==> config.mk <==
export PLATFORM = sky130hd
export DESIGN_NAME = dual_adc_mode_status_ctrl
export DESIGN_NICKNAME = d
export VERILOG_FILES = /design/src/adc_ctrl_pkg.sv /design/src/ref_level_sync.sv /design/src/conv_update_gate.sv /design/src/dual_adc_mode_status_ctrl.sv
export VERILOG_INCLUDE_DIRS = /design/src
export SDC_FILE = /design/constraint.sdc
export NUM_CORES = 1
export LEC_CHECK = 0
export ABC_AREA = 0
export BUFFER_PORTS_ARGS = -buffer_cell sky130_fd_sc_hd__buf_2
export CORE_UTILIZATION = 49
export CTS_BUF_LIST = sky130_fd_sc_hd__clkbuf_4
export CTS_CLUSTER_DIAMETER = 150
export DETAILED_ROUTE_END_ITERATION = 16
export HOLD_SLACK_MARGIN = 0.02
export PLACE_DENSITY = 0.81
export RECOVER_POWER = 100
export SLEW_MARGIN = 30
export SYNTH_ARGS = -nofsm -noshare
export SYNTH_HDL_FRONTEND = slang
export SYNTH_SLANG_ARGS = --single-unit
==> constraint.sdc <==
create_clock -name sys_clk -period 1.1 [get_ports sys_clk]
set_input_delay 0.165 -clock sys_clk [delete_from_list [all_inputs] [get_ports sys_clk]]
set_output_delay 0.165 -clock sys_clk [all_outputs]
set_load 0.005 [all_outputs]
==> src/adc_ctrl_map.svh <==
`ifndef ADC_CTRL_MAP_SVH
`define ADC_CTRL_MAP_SVH
// Register addresses on the core's special function register bus.
`define ADDR_FLAG_STATUS 8'hD8
`define ADDR_OPERATING_MODE 8'hD1
// Status register bit positions.
`define BIT_PRIMARY_READY 7
`define BIT_AUX_READY 6
`define BIT_CAL_DONE 5
`define BIT_MISSING_REF 4
`define BIT_PRIMARY_ERROR 3
`define BIT_AUX_ERROR 2
// Mode register bit positions.
`define BIT_PRIMARY_ENABLE 5
`define BIT_AUX_ENABLE 4
`define MODE_FIELD_MSB 2
// Reset values and writable masks.
`define RESET_FLAG_STATUS 8'h00
`define RESET_OPERATING_MODE 8'h00
`define MASK_OPERATING_MODE 8'h37
// Two filter stages after the capture stage.
`define SYNC_STAGES 3
`endif

==> src/adc_ctrl_pkg.sv <==
`default_nettype none
package adc_ctrl_pkg;
   typedef enum logic [2:0] {
      MODE_POWER_DOWN,
      MODE_IDLE,
      MODE_SINGLE,
      MODE_CONTINUOUS,
      MODE_INT_ZERO_CAL,
      MODE_INT_FULL_CAL,
      MODE_SYS_ZERO_CAL,
      MODE_SYS_FULL_CAL
   } op_mode_e;
   // Completion event from one converter's modulator and filter.
   typedef struct packed {
      logic conv_done;
      logic cal_done;
      logic clamped;
      logic cal_failed;
   } conv_event_s;
   // Gated update strobes towards one converter's storage.
   typedef struct packed {
      logic result_we;
      logic coeff_we;
      logic force_ones;
   } conv_update_s;
endpackage
`default_nettype wire

==> src/ref_level_sync.sv <==
`default_nettype none
`include "adc_ctrl_map.svh"
module ref_level_sync (
   // Clock and reset.
   input wire logic sys_clk,
   input wire logic reset_n,
   // Asynchronous level in, filtered level out.
   input wire logic level_in,
   output logic level_out
);
   logic [`SYNC_STAGES-1:0] stage_q;

   // The first stage feeds only the second; a change counts once stages two and three agree.
   always_ff @(posedge sys_clk or negedge reset_n) begin
      if (!reset_n) begin
         stage_q <= '0;
      end else begin
         stage_q <= {stage_q[`SYNC_STAGES-2:0], level_in};
      end
   end

   always_ff @(posedge sys_clk or negedge reset_n) begin
      if (!reset_n) begin
         level_out <= 1'b0;
      end else if (stage_q[1] == stage_q[2]) begin
         level_out <= stage_q[2];
      end
   end
endmodule
`default_nettype wire

==> src/conv_update_gate.sv <==
`default_nettype none
module conv_update_gate
   import adc_ctrl_pkg::*;
(
   // Clock and reset.
   input wire logic sys_clk,
   input wire logic reset_n,
   // Converter event and flag state.
   input wire conv_event_s evt,
   input wire logic ready_flag,
   input wire logic missing_ref,
   input wire logic ext_ref_sel,
   // Gated strobes out.
   output conv_update_s upd
);
   // Registered so the strobes line up with the flag updates in the controller.
   always_ff @(posedge sys_clk or negedge reset_n) begin
      if (!reset_n) begin
         upd <= '0;
      end else begin
         upd.result_we <= evt.conv_done & ~ready_flag;
         upd.coeff_we <= evt.cal_done & ~evt.cal_failed & ~ready_flag;
         upd.force_ones <= missing_ref & ext_ref_sel;
      end
   end
endmodule
`default_nettype wire

==> src/dual_adc_mode_status_ctrl.sv <==
// How it works
// - Primary ready flag, status bit 7, sets when primary conversion or calibration ends.
// - Primary ready clears on software write or on a starting mode-field write.
// - While a ready flag is set, result and coefficient writes are blocked.
// - Status bit 6 is the auxiliary ready flag, behaving like the primary one.
// - Calibration-done flag, status bit 5, sets when any calibration completes.
// - Calibration-done clears only through a mode-field write starting work.
// - Missing-reference flag, bit 4, follows reference validity while a converter runs.
// - Missing reference with external reference selected forces results to all ones.
// - Primary error flag, bit 3, sets when a primary result was clamped.
// - Primary error flag also sets when a calibration could not store coefficients.
// - Primary error flag clears when a mode-field write starts new work.
// - Status bit 2 is the auxiliary error flag, like the primary one.
// - Mode bit 5 enables the primary converter; clearing it powers it down.
// - Mode bit 4 enables the auxiliary converter; clearing it powers it down.
// - Mode bits 2 to 0 are one mode field shared by enabled converters.
// - Mode register resets to zero: both disabled, mode power-down.
// - Mode codes: down, idle, single, continuous, four calibration kinds.
// - Every mode-field write, even unchanged, resets both converters at once.
// - A finished calibration updates flags and, if it did not fail, coefficients; mode returns to 000 with the flags.
`default_nettype none
`include "adc_ctrl_map.svh"
module dual_adc_mode_status_ctrl
   import adc_ctrl_pkg::*;
(
   // Clock and reset.
   input wire logic sys_clk,
   input wire logic reset_n,
   // Special function register bus.
   input wire logic [7:0] sfr_addr,
   input wire logic sfr_wr,
   input wire logic [7:0] sfr_wdata,
   input wire logic sfr_rd,
   output logic [7:0] sfr_rdata,
   // Converter events and reference sensing.
   input wire conv_event_s primary_evt,
   input wire conv_event_s aux_evt,
   input wire logic reference_input_pins_bad,
   input wire logic ext_ref_sel,
   // Converter controls.
   output logic primary_enable,
   output logic aux_enable,
   output op_mode_e op_mode,
   output logic primary_reset,
   output logic aux_reset,
   output conv_update_s primary_upd,
   output conv_update_s aux_upd
);
   logic primary_ready_flag;
   logic aux_ready_flag;
   logic cal_done_flag;
   logic missing_reference_flag;
   logic primary_error_flag;
   logic aux_error_flag;
   logic ref_bad;
   logic mode_wr;
   logic stat_wr;
   logic start_work;
   logic any_active;
   logic cal_end;
   logic [7:0] stat_value;
   logic [7:0] mode_value;

   ////////////////////////////////////////////////////////////////////////////
   // Bus decode.
   assign mode_wr = sfr_wr && (sfr_addr == `ADDR_OPERATING_MODE);
   assign stat_wr = sfr_wr && (sfr_addr == `ADDR_FLAG_STATUS);
   // Any mode write other than power-down or idle starts new work.
   assign start_work = mode_wr && (sfr_wdata[`MODE_FIELD_MSB:0] > 3'h1);
   assign any_active = primary_enable | aux_enable;
   assign cal_end = (primary_evt.cal_done & primary_enable) | (aux_evt.cal_done & aux_enable);

   ref_level_sync u_ref_sync (
      .sys_clk(sys_clk),
      .reset_n(reset_n),
      .level_in(reference_input_pins_bad),
      .level_out(ref_bad)
   );

   ////////////////////////////////////////////////////////////////////////////
   // Mode register.
   always_ff @(posedge sys_clk or negedge reset_n) begin
      if (!reset_n) begin
         primary_enable <= 1'(`RESET_OPERATING_MODE >> `BIT_PRIMARY_ENABLE);
         aux_enable <= 1'(`RESET_OPERATING_MODE >> `BIT_AUX_ENABLE);
      end else if (mode_wr) begin
         primary_enable <= sfr_wdata[`BIT_PRIMARY_ENABLE];
         aux_enable <= sfr_wdata[`BIT_AUX_ENABLE];
      end
   end

   // A new write wins over the automatic return to power-down in the same cycle.
   always_ff @(posedge sys_clk or negedge reset_n) begin
      if (!reset_n) begin
         op_mode <= MODE_POWER_DOWN;
      end else if (mode_wr) begin
         op_mode <= op_mode_e'(sfr_wdata[`MODE_FIELD_MSB:0]);
      end else if (cal_end && op_mode >= MODE_INT_ZERO_CAL) begin
         op_mode <= MODE_POWER_DOWN;
      end else if ((primary_evt.conv_done | aux_evt.conv_done) && op_mode == MODE_SINGLE) begin
         op_mode <= MODE_POWER_DOWN;
      end
   end

   // Converter reset pulses; a fresh primary enable also resets both.
   always_ff @(posedge sys_clk or negedge reset_n) begin
      if (!reset_n) begin
         primary_reset <= 1'b0;
         aux_reset <= 1'b0;
      end else begin
         primary_reset <= mode_wr;
         aux_reset <= mode_wr;
      end
   end

   ////////////////////////////////////////////////////////////////////////////
   // Status flags. Hardware set wins over any clear in the same cycle.
   always_ff @(posedge sys_clk or negedge reset_n) begin
      if (!reset_n) begin
         primary_ready_flag <= 1'b0;
      end else if (primary_evt.conv_done | primary_evt.cal_done) begin
         primary_ready_flag <= 1'b1;
      end else if (start_work || (stat_wr && !sfr_wdata[`BIT_PRIMARY_READY])) begin
         primary_ready_flag <= 1'b0;
      end
   end

   always_ff @(posedge sys_clk or negedge reset_n) begin
      if (!reset_n) begin
         aux_ready_flag <= 1'b0;
      end else if (aux_evt.conv_done | aux_evt.cal_done) begin
         aux_ready_flag <= 1'b1;
      end else if (start_work || (stat_wr && !sfr_wdata[`BIT_AUX_READY])) begin
         aux_ready_flag <= 1'b0;
      end
   end

   always_ff @(posedge sys_clk or negedge reset_n) begin
      if (!reset_n) begin
         cal_done_flag <= 1'b0;
      end else if (primary_evt.cal_done | aux_evt.cal_done) begin
         cal_done_flag <= 1'b1;
      end else if (start_work) begin
         cal_done_flag <= 1'b0;
      end
   end

   // Holds its last value while both converters are off.
   always_ff @(posedge sys_clk or negedge reset_n) begin
      if (!reset_n) begin
         missing_reference_flag <= 1'b0;
      end else if (any_active) begin
         missing_reference_flag <= ref_bad;
      end
   end

   always_ff @(posedge sys_clk or negedge reset_n) begin
      if (!reset_n) begin
         primary_error_flag <= 1'b0;
      end else if ((primary_evt.conv_done & primary_evt.clamped)
                   | (primary_evt.cal_done & primary_evt.cal_failed)) begin
         primary_error_flag <= 1'b1;
      end else if (start_work) begin
         primary_error_flag <= 1'b0;
      end
   end

   always_ff @(posedge sys_clk or negedge reset_n) begin
      if (!reset_n) begin
         aux_error_flag <= 1'b0;
      end else if ((aux_evt.conv_done & aux_evt.clamped)
                   | (aux_evt.cal_done & aux_evt.cal_failed)) begin
         aux_error_flag <= 1'b1;
      end else if (start_work) begin
         aux_error_flag <= 1'b0;
      end
   end

   ////////////////////////////////////////////////////////////////////////////
   // Update gating towards result and coefficient storage.
   conv_update_gate u_primary_gate (
      .sys_clk(sys_clk),
      .reset_n(reset_n),
      .evt(primary_evt),
      .ready_flag(primary_ready_flag),
      .missing_ref(missing_reference_flag),
      .ext_ref_sel(ext_ref_sel),
      .upd(primary_upd)
   );

   conv_update_gate u_aux_gate (
      .sys_clk(sys_clk),
      .reset_n(reset_n),
      .evt(aux_evt),
      .ready_flag(aux_ready_flag),
      .missing_ref(missing_reference_flag),
      .ext_ref_sel(ext_ref_sel),
      .upd(aux_upd)
   );

   ////////////////////////////////////////////////////////////////////////////
   // Read data, registered one cycle after the read strobe.
   assign stat_value = {primary_ready_flag, aux_ready_flag, cal_done_flag,
                        missing_reference_flag, primary_error_flag, aux_error_flag,
                        2'b00};
   assign mode_value = {2'b00, primary_enable, aux_enable, 1'b0, op_mode} & `MASK_OPERATING_MODE;

   always_ff @(posedge sys_clk or negedge reset_n) begin
      if (!reset_n) begin
         sfr_rdata <= 8'h00;
      end else if (sfr_rd) begin
         case (sfr_addr)
            `ADDR_FLAG_STATUS: sfr_rdata <= stat_value;
            `ADDR_OPERATING_MODE: sfr_rdata <= mode_value;
            default: sfr_rdata <= 8'h00;
         endcase
      end
   end
endmodule
`default_nettype wire

[After elaboration in Yosys (flattened, before gate mapping)]
Index checks and enable logic that the tools add are counted.
Widths: inputs -> output; s select.
Operators by class
  eq/ne operators: 4
  $lt $le $gt $ge: 2
  bitwise logic cells: 25
  reduce and logical (&&, ||, !) cells: 17
  multiplexer cells: 12
Operators with widths (count)
  $eq 8x8->1 const B: 2
  $pmux 8 s2: 1
  $and 1x1->1: 13
  $reduce_bool 2->1: 5
  $mux 3: 3
  $mux 1: 8
  $or 1x1->1: 8
  $logic_and 1x1->1: 7
  $not 1->1: 4
  $eq 3x2->1 const B: 1
  $ge 3x3->1 const B: 1
  $gt 3x1->1 const B: 1
  $reduce_bool 3->1: 1
  $logic_not 1->1: 2
  $logic_or 1x1->1: 2
  $eq 1x1->1: 1
Word-level totals
  output and inout bits: 21
  input bits: 30
  register bits after elaboration: 29
  word-level logic and storage cells: 78

[Logic depth before layout (Yosys ltp)]
  depth in word-level cells: 6
  depth in mapped cells: 4
  depth with buffers taken out: 4

[Modules after synthesis]
A second synthesis with hierarchy kept.
Second synthesis, totals
  cells, all modules: 105
  area total of the unflattened synthesis: 1255.0 um2
By module, submodules not included
  dual_adc_mode_status_ctrl: cells an instance 88, sequential area each 500.5 um2, instances 1, area an instance 943.4 um2
  conv_update_gate: cells an instance 6, sequential area each 75.1 um2, instances 2, area an instance 100.1 um2
  ref_level_sync: cells an instance 5, sequential area each 100.1 um2, instances 1, area an instance 111.4 um2

[Worst setup path after synthesis]
OpenSTA, ideal clock, no wires.
  kind: input -> register
  from: input port sfr_addr[2]
  to: register cal_done_flag
  data required time: 976 ps
  slack: -151 ps
  stages on the path: 4
  library setup time: 124 ps
  arrival: 1127 ps
  cells stage by stage: nand4bb_4 > nor3_4 > o21ai_2 > a211o_1
Between the ends
  longest elaborated chain between the ends: 4
RTL lines
  start, declared: line dual_adc_mode_status_ctrl.sv:30  | input wire logic [7:0] sfr_addr,
  $eq 8x8->1
  $logic_and 1x1->1: line dual_adc_mode_status_ctrl.sv:66  | assign mode_wr = sfr_wr && (sfr_addr == `ADDR_OPERATING_MODE);
  net mode_wr: line dual_adc_mode_status_ctrl.sv:56  | logic mode_wr;
  $logic_and 1x1->1: line dual_adc_mode_status_ctrl.sv:69  | assign start_work = mode_wr && (sfr_wdata[`MODE_FIELD_MSB:0] > 3'h1);
  $reduce_bool 2->1 (no line)
  end signal, assigned: line dual_adc_mode_status_ctrl.sv:140  | cal_done_flag <= 1'b0;
  end signal, assigned: line dual_adc_mode_status_ctrl.sv:142  | cal_done_flag <= 1'b1;
  end signal, assigned: line dual_adc_mode_status_ctrl.sv:144  | cal_done_flag <= 1'b0;
  end, declared: line dual_adc_mode_status_ctrl.sv:51  | logic cal_done_flag;
The timed path passes the listed nets, and every way through them passes these cells.
A chain may end at the register's enable or synchronous reset.

[Final worst setup path]
  from: register aux_enable
  to: output port aux_enable
RTL lines
  start, declared: line dual_adc_mode_status_ctrl.sv:42  | output logic aux_enable,
  start signal, assigned: line dual_adc_mode_status_ctrl.sv:85  | aux_enable <= 1'(`RESET_OPERATING_MODE >> `BIT_AUX_ENABLE);
  start signal, assigned: line dual_adc_mode_status_ctrl.sv:88  | aux_enable <= sfr_wdata[`BIT_AUX_ENABLE];
No word-level cell between the ends.

==> out/metrics.cfg <==
[outcome]
outcome=finished, violations left
failed_checks=setup timing

[sta]
rsz0062_at_grt=true
final_min_period_over_clock_period_pct=105
worst_pin_slew_ns=0.414
finalClockSkew_ns=0.00808
finalSetupViolCount=3
finalWorstPathRequiredPeriod_ns=1.16
hold_ws_ns=0.0442
maxClockFrequency_mhz=865
hold_violations=0
final_worst_setup_slack_ns=-0.0556
finalMaxSlewViolations=0
maxSlewHeadroom_pct=72.4
fin_setup_tns_ns=-0.134

[power_and_ir_drop]
worst_case_vdd_ir_drop_uv=1200
switching_power_share_of_the_total_pct=24.9
power_frac_seq_pct=56.0
comb_power_share_pct=13.5
int_pwr_uw=1530
static-leakage-power_uw=0.000819
power.net_switching_uw=507
p_clk_share_pct=30.4
cellPowerDensity_nw_per_um2=1200

[global_routing]
grt.overflow.total=0
track_usage_pct=25.4
grt_first_pass_wirelength_um=4830
grt_antenna_before_repair=0
via_count_of_the_first_global_routing_pass=1164
grt_start_max_net_pins=18

[layout]
fin_nets=207
multi_input_area_um2=435
seqCellArea_um2=727
final_common_cell=buf_2
final-instance-count-excl-fill=206
post_route_cells_drive_above_1_share_pct=41.6
layout.filler_cells=173
syn_to_final_growth_pct=38.8
antenna_cells=0
mostFrequentLayoutCells=buf_2, dfrtp_1, nand2_1, clkbuf_1, buf_4

[routing]
routed-wl-met2_um=1570
post_drt_wl_per_cell_um=13.9
via_per_inst=5.20
drc=0
drt_wl_total_um=2860
drtIter0Drc=8
drtPass1Iterations=4
vias=1072
route.antenna.remaining_nets=0
drt-met1-wl_um=1100
top_layer=met4
wl_met3_um=155

[synthesis]
synth_nets=134
sequential_share_of_the_synthesized_area_pct=59.4
synth_top_area_share_pct=59.4
ys_ff_latch=29
synth.area.top_cells=dfrtp_1, nand2_1, a22o_1
synth.largest_area_cell=dfrtp_1
yosys_warnings=0
syn-cell-area_um2=1220
synth_area_per_cell_um2=11.7
synth_cell_types=25
synthesis.instances=104

[placed_design]
port_buffers=49
place_congestion=0.821
place_inst=192
preCtsSetupSlack_ns=-0.187

[clocking]
cts_clk_pin_slew_worst_paths_ns=0.09
max_root_sink_buffers=2
clock_tree.htree_level_count=2
clock_tree.root_cell=clkbuf_4
cts_buffers=5
clkLatencyLatePin_ns=0.33
cts_tree=yes
tritoncts_num_sinks=29

[floorplanning]
die_width_um=51.9
initial_utilization_pct=53.7
floorplan.die_area_um2=2700
core_box_area_um2=2280
pin_count=51
placement_rows=17
floorplan.die.height_um=51.9

[critical_path]
r2r_setup_slack_ns=-0.03
critical_path_required_ns=0.94
critical_path_class=register to output pin
worst_setup_path_end_kind=output pin
start_kind=register
critPathMaxFanout=3
critPathArrivalTime_ns=0.99

[worst_hold_path]
worst_hold_path_type=primary input to register

[flow_run]
timing.max_cap.violations=0

-- registers in the layout, summed over array words and instances (netlist names) --
| name | count |
|---|---|
| primary_enable | 1 |
| sfr_rdata | 8 |
| u_ref_sync.stage_q | 3 |
| primary_error_flag | 1 |
| op_mode | 3 |
| missing_reference_flag | 1 |
| aux_ready_flag | 1 |
| aux_reset | 1 |
| aux_enable | 1 |
| u_ref_sync.level_out | 1 |
| primary_ready_flag | 1 |
| u_aux_gate.upd | 2 |
| u_primary_gate.upd | 3 |
| aux_error_flag | 1 |
| cal_done_flag | 1 |
-- critical path, stage by stage, from the launching register on --
cell	delay, ns
dfrtp_1	0.43
buf_6	0.13
buf_6	0.10
-- power by group through the flow --
stage / sequential (uW) / clock [uW] / combinational, uW
2_1_floorplan: 1160 / 0 / 105
3_3_place_gp: 1160 / 0 / 249
3_5_place_dp: 1160 / 0 / 258
4_1_cts: 1140 / 646 / 286
5_1_grt: 1150 / 687 / 301
6_report: 1140 / 621 / 276
-- layout make-up --
| class | count | area share [%] |
|---|---|---|
| Clock buffer | 6 | 2.66 |
| Clock inverter | 2 | 0.590 |
| Inverter | 8 | 1.77 |
| Multi-Input combinational cell | 64 | 25.7 |
| Sequential cell | 29 | 42.9 |
| Tap cell | 28 | 2.07 |
| Timing Repair Buffer | 69 | 24.4 |
-- layer usage --
metal,vias to the layer above,global-route usage (%)
met5,-,0
met4,0,13.1
met3,4,8.48
met2,31,45.7
met1,524,25.7
li1,513,-
-- path summary, 6_finish.rpt --
kind | start | end | depth (start not counted)
min | ext_ref_sel | u_primary_gate.upd[0] | 2
min reg2reg | u_ref_sync.stage_q[0] | u_ref_sync.stage_q[1] | 0
max in group asynchronous | reset_n | u_aux_gate.upd[2] | 3
max reg2reg | aux_enable | missing_reference_flag | 3
max | aux_enable | aux_enable | 2
min in group asynchronous | reset_n | aux_error_flag | 2
-- cell usage after synthesis --
master     instances
nand2_1           12
nand3_1            5
a21o_2             2
o311ai_0           1
mux2_2             3
o21ai_2            1
a211o_1            3
o22ai_1            7
nand2b_1           3
clkbuf_1           1
nor2b_1            4
nor2_1             3
a22o_1             5
nor3_4             1
nand3b_1           1
nor3b_1            2
maj3_1             1
nand4bb_4          1
nor3b_4            1
dfrtp_1           29
a22oi_1            1
inv_1              8
o21ai_0            6
buf_4              2
and2_1             1
-- repair_timing --
item / 4_1_cts / 5_1_grt
hold endpoints to repair: 18 / 0
setup buffers: 2 / 0
endpoints found under the setup margin: 3 / 8
pin swaps: 0 / 2
hold buffers: 4 / 0
gates resized for setup: 6 / 9
-- stage by stage --
stage          util (%)  instance area, um^2  total power (uW)
2_1_floorplan         -                 1230              1260
3_3_place_gp       70.1                 1600              1410
3_5_place_dp       70.1                 1600              1420
4_1_cts            76.1                 1730              2070
5_1_grt            74.5                 1700              2140
6_report           74.5                 1700              2040
-- kinds of logic (layout without fill, tap and decap cells) --
| kind of cell | after synthesis | count (layout) | synth area share (%) |
|---|---|---|---|
| AOI/OAI and AO/OA | 26 | 26 | 15.3 |
| adders and majority gates | 1 | 1 | 0.820 |
| buffers and inverters | 11 | 85 | 4.00 |
| DFF | 29 | 29 | 59.4 |
| muxes | 3 | 3 | 2.77 |
| and+or+nand+nor | 34 | 34 | 17.7 |
Power figures use the tool's default switching activity.
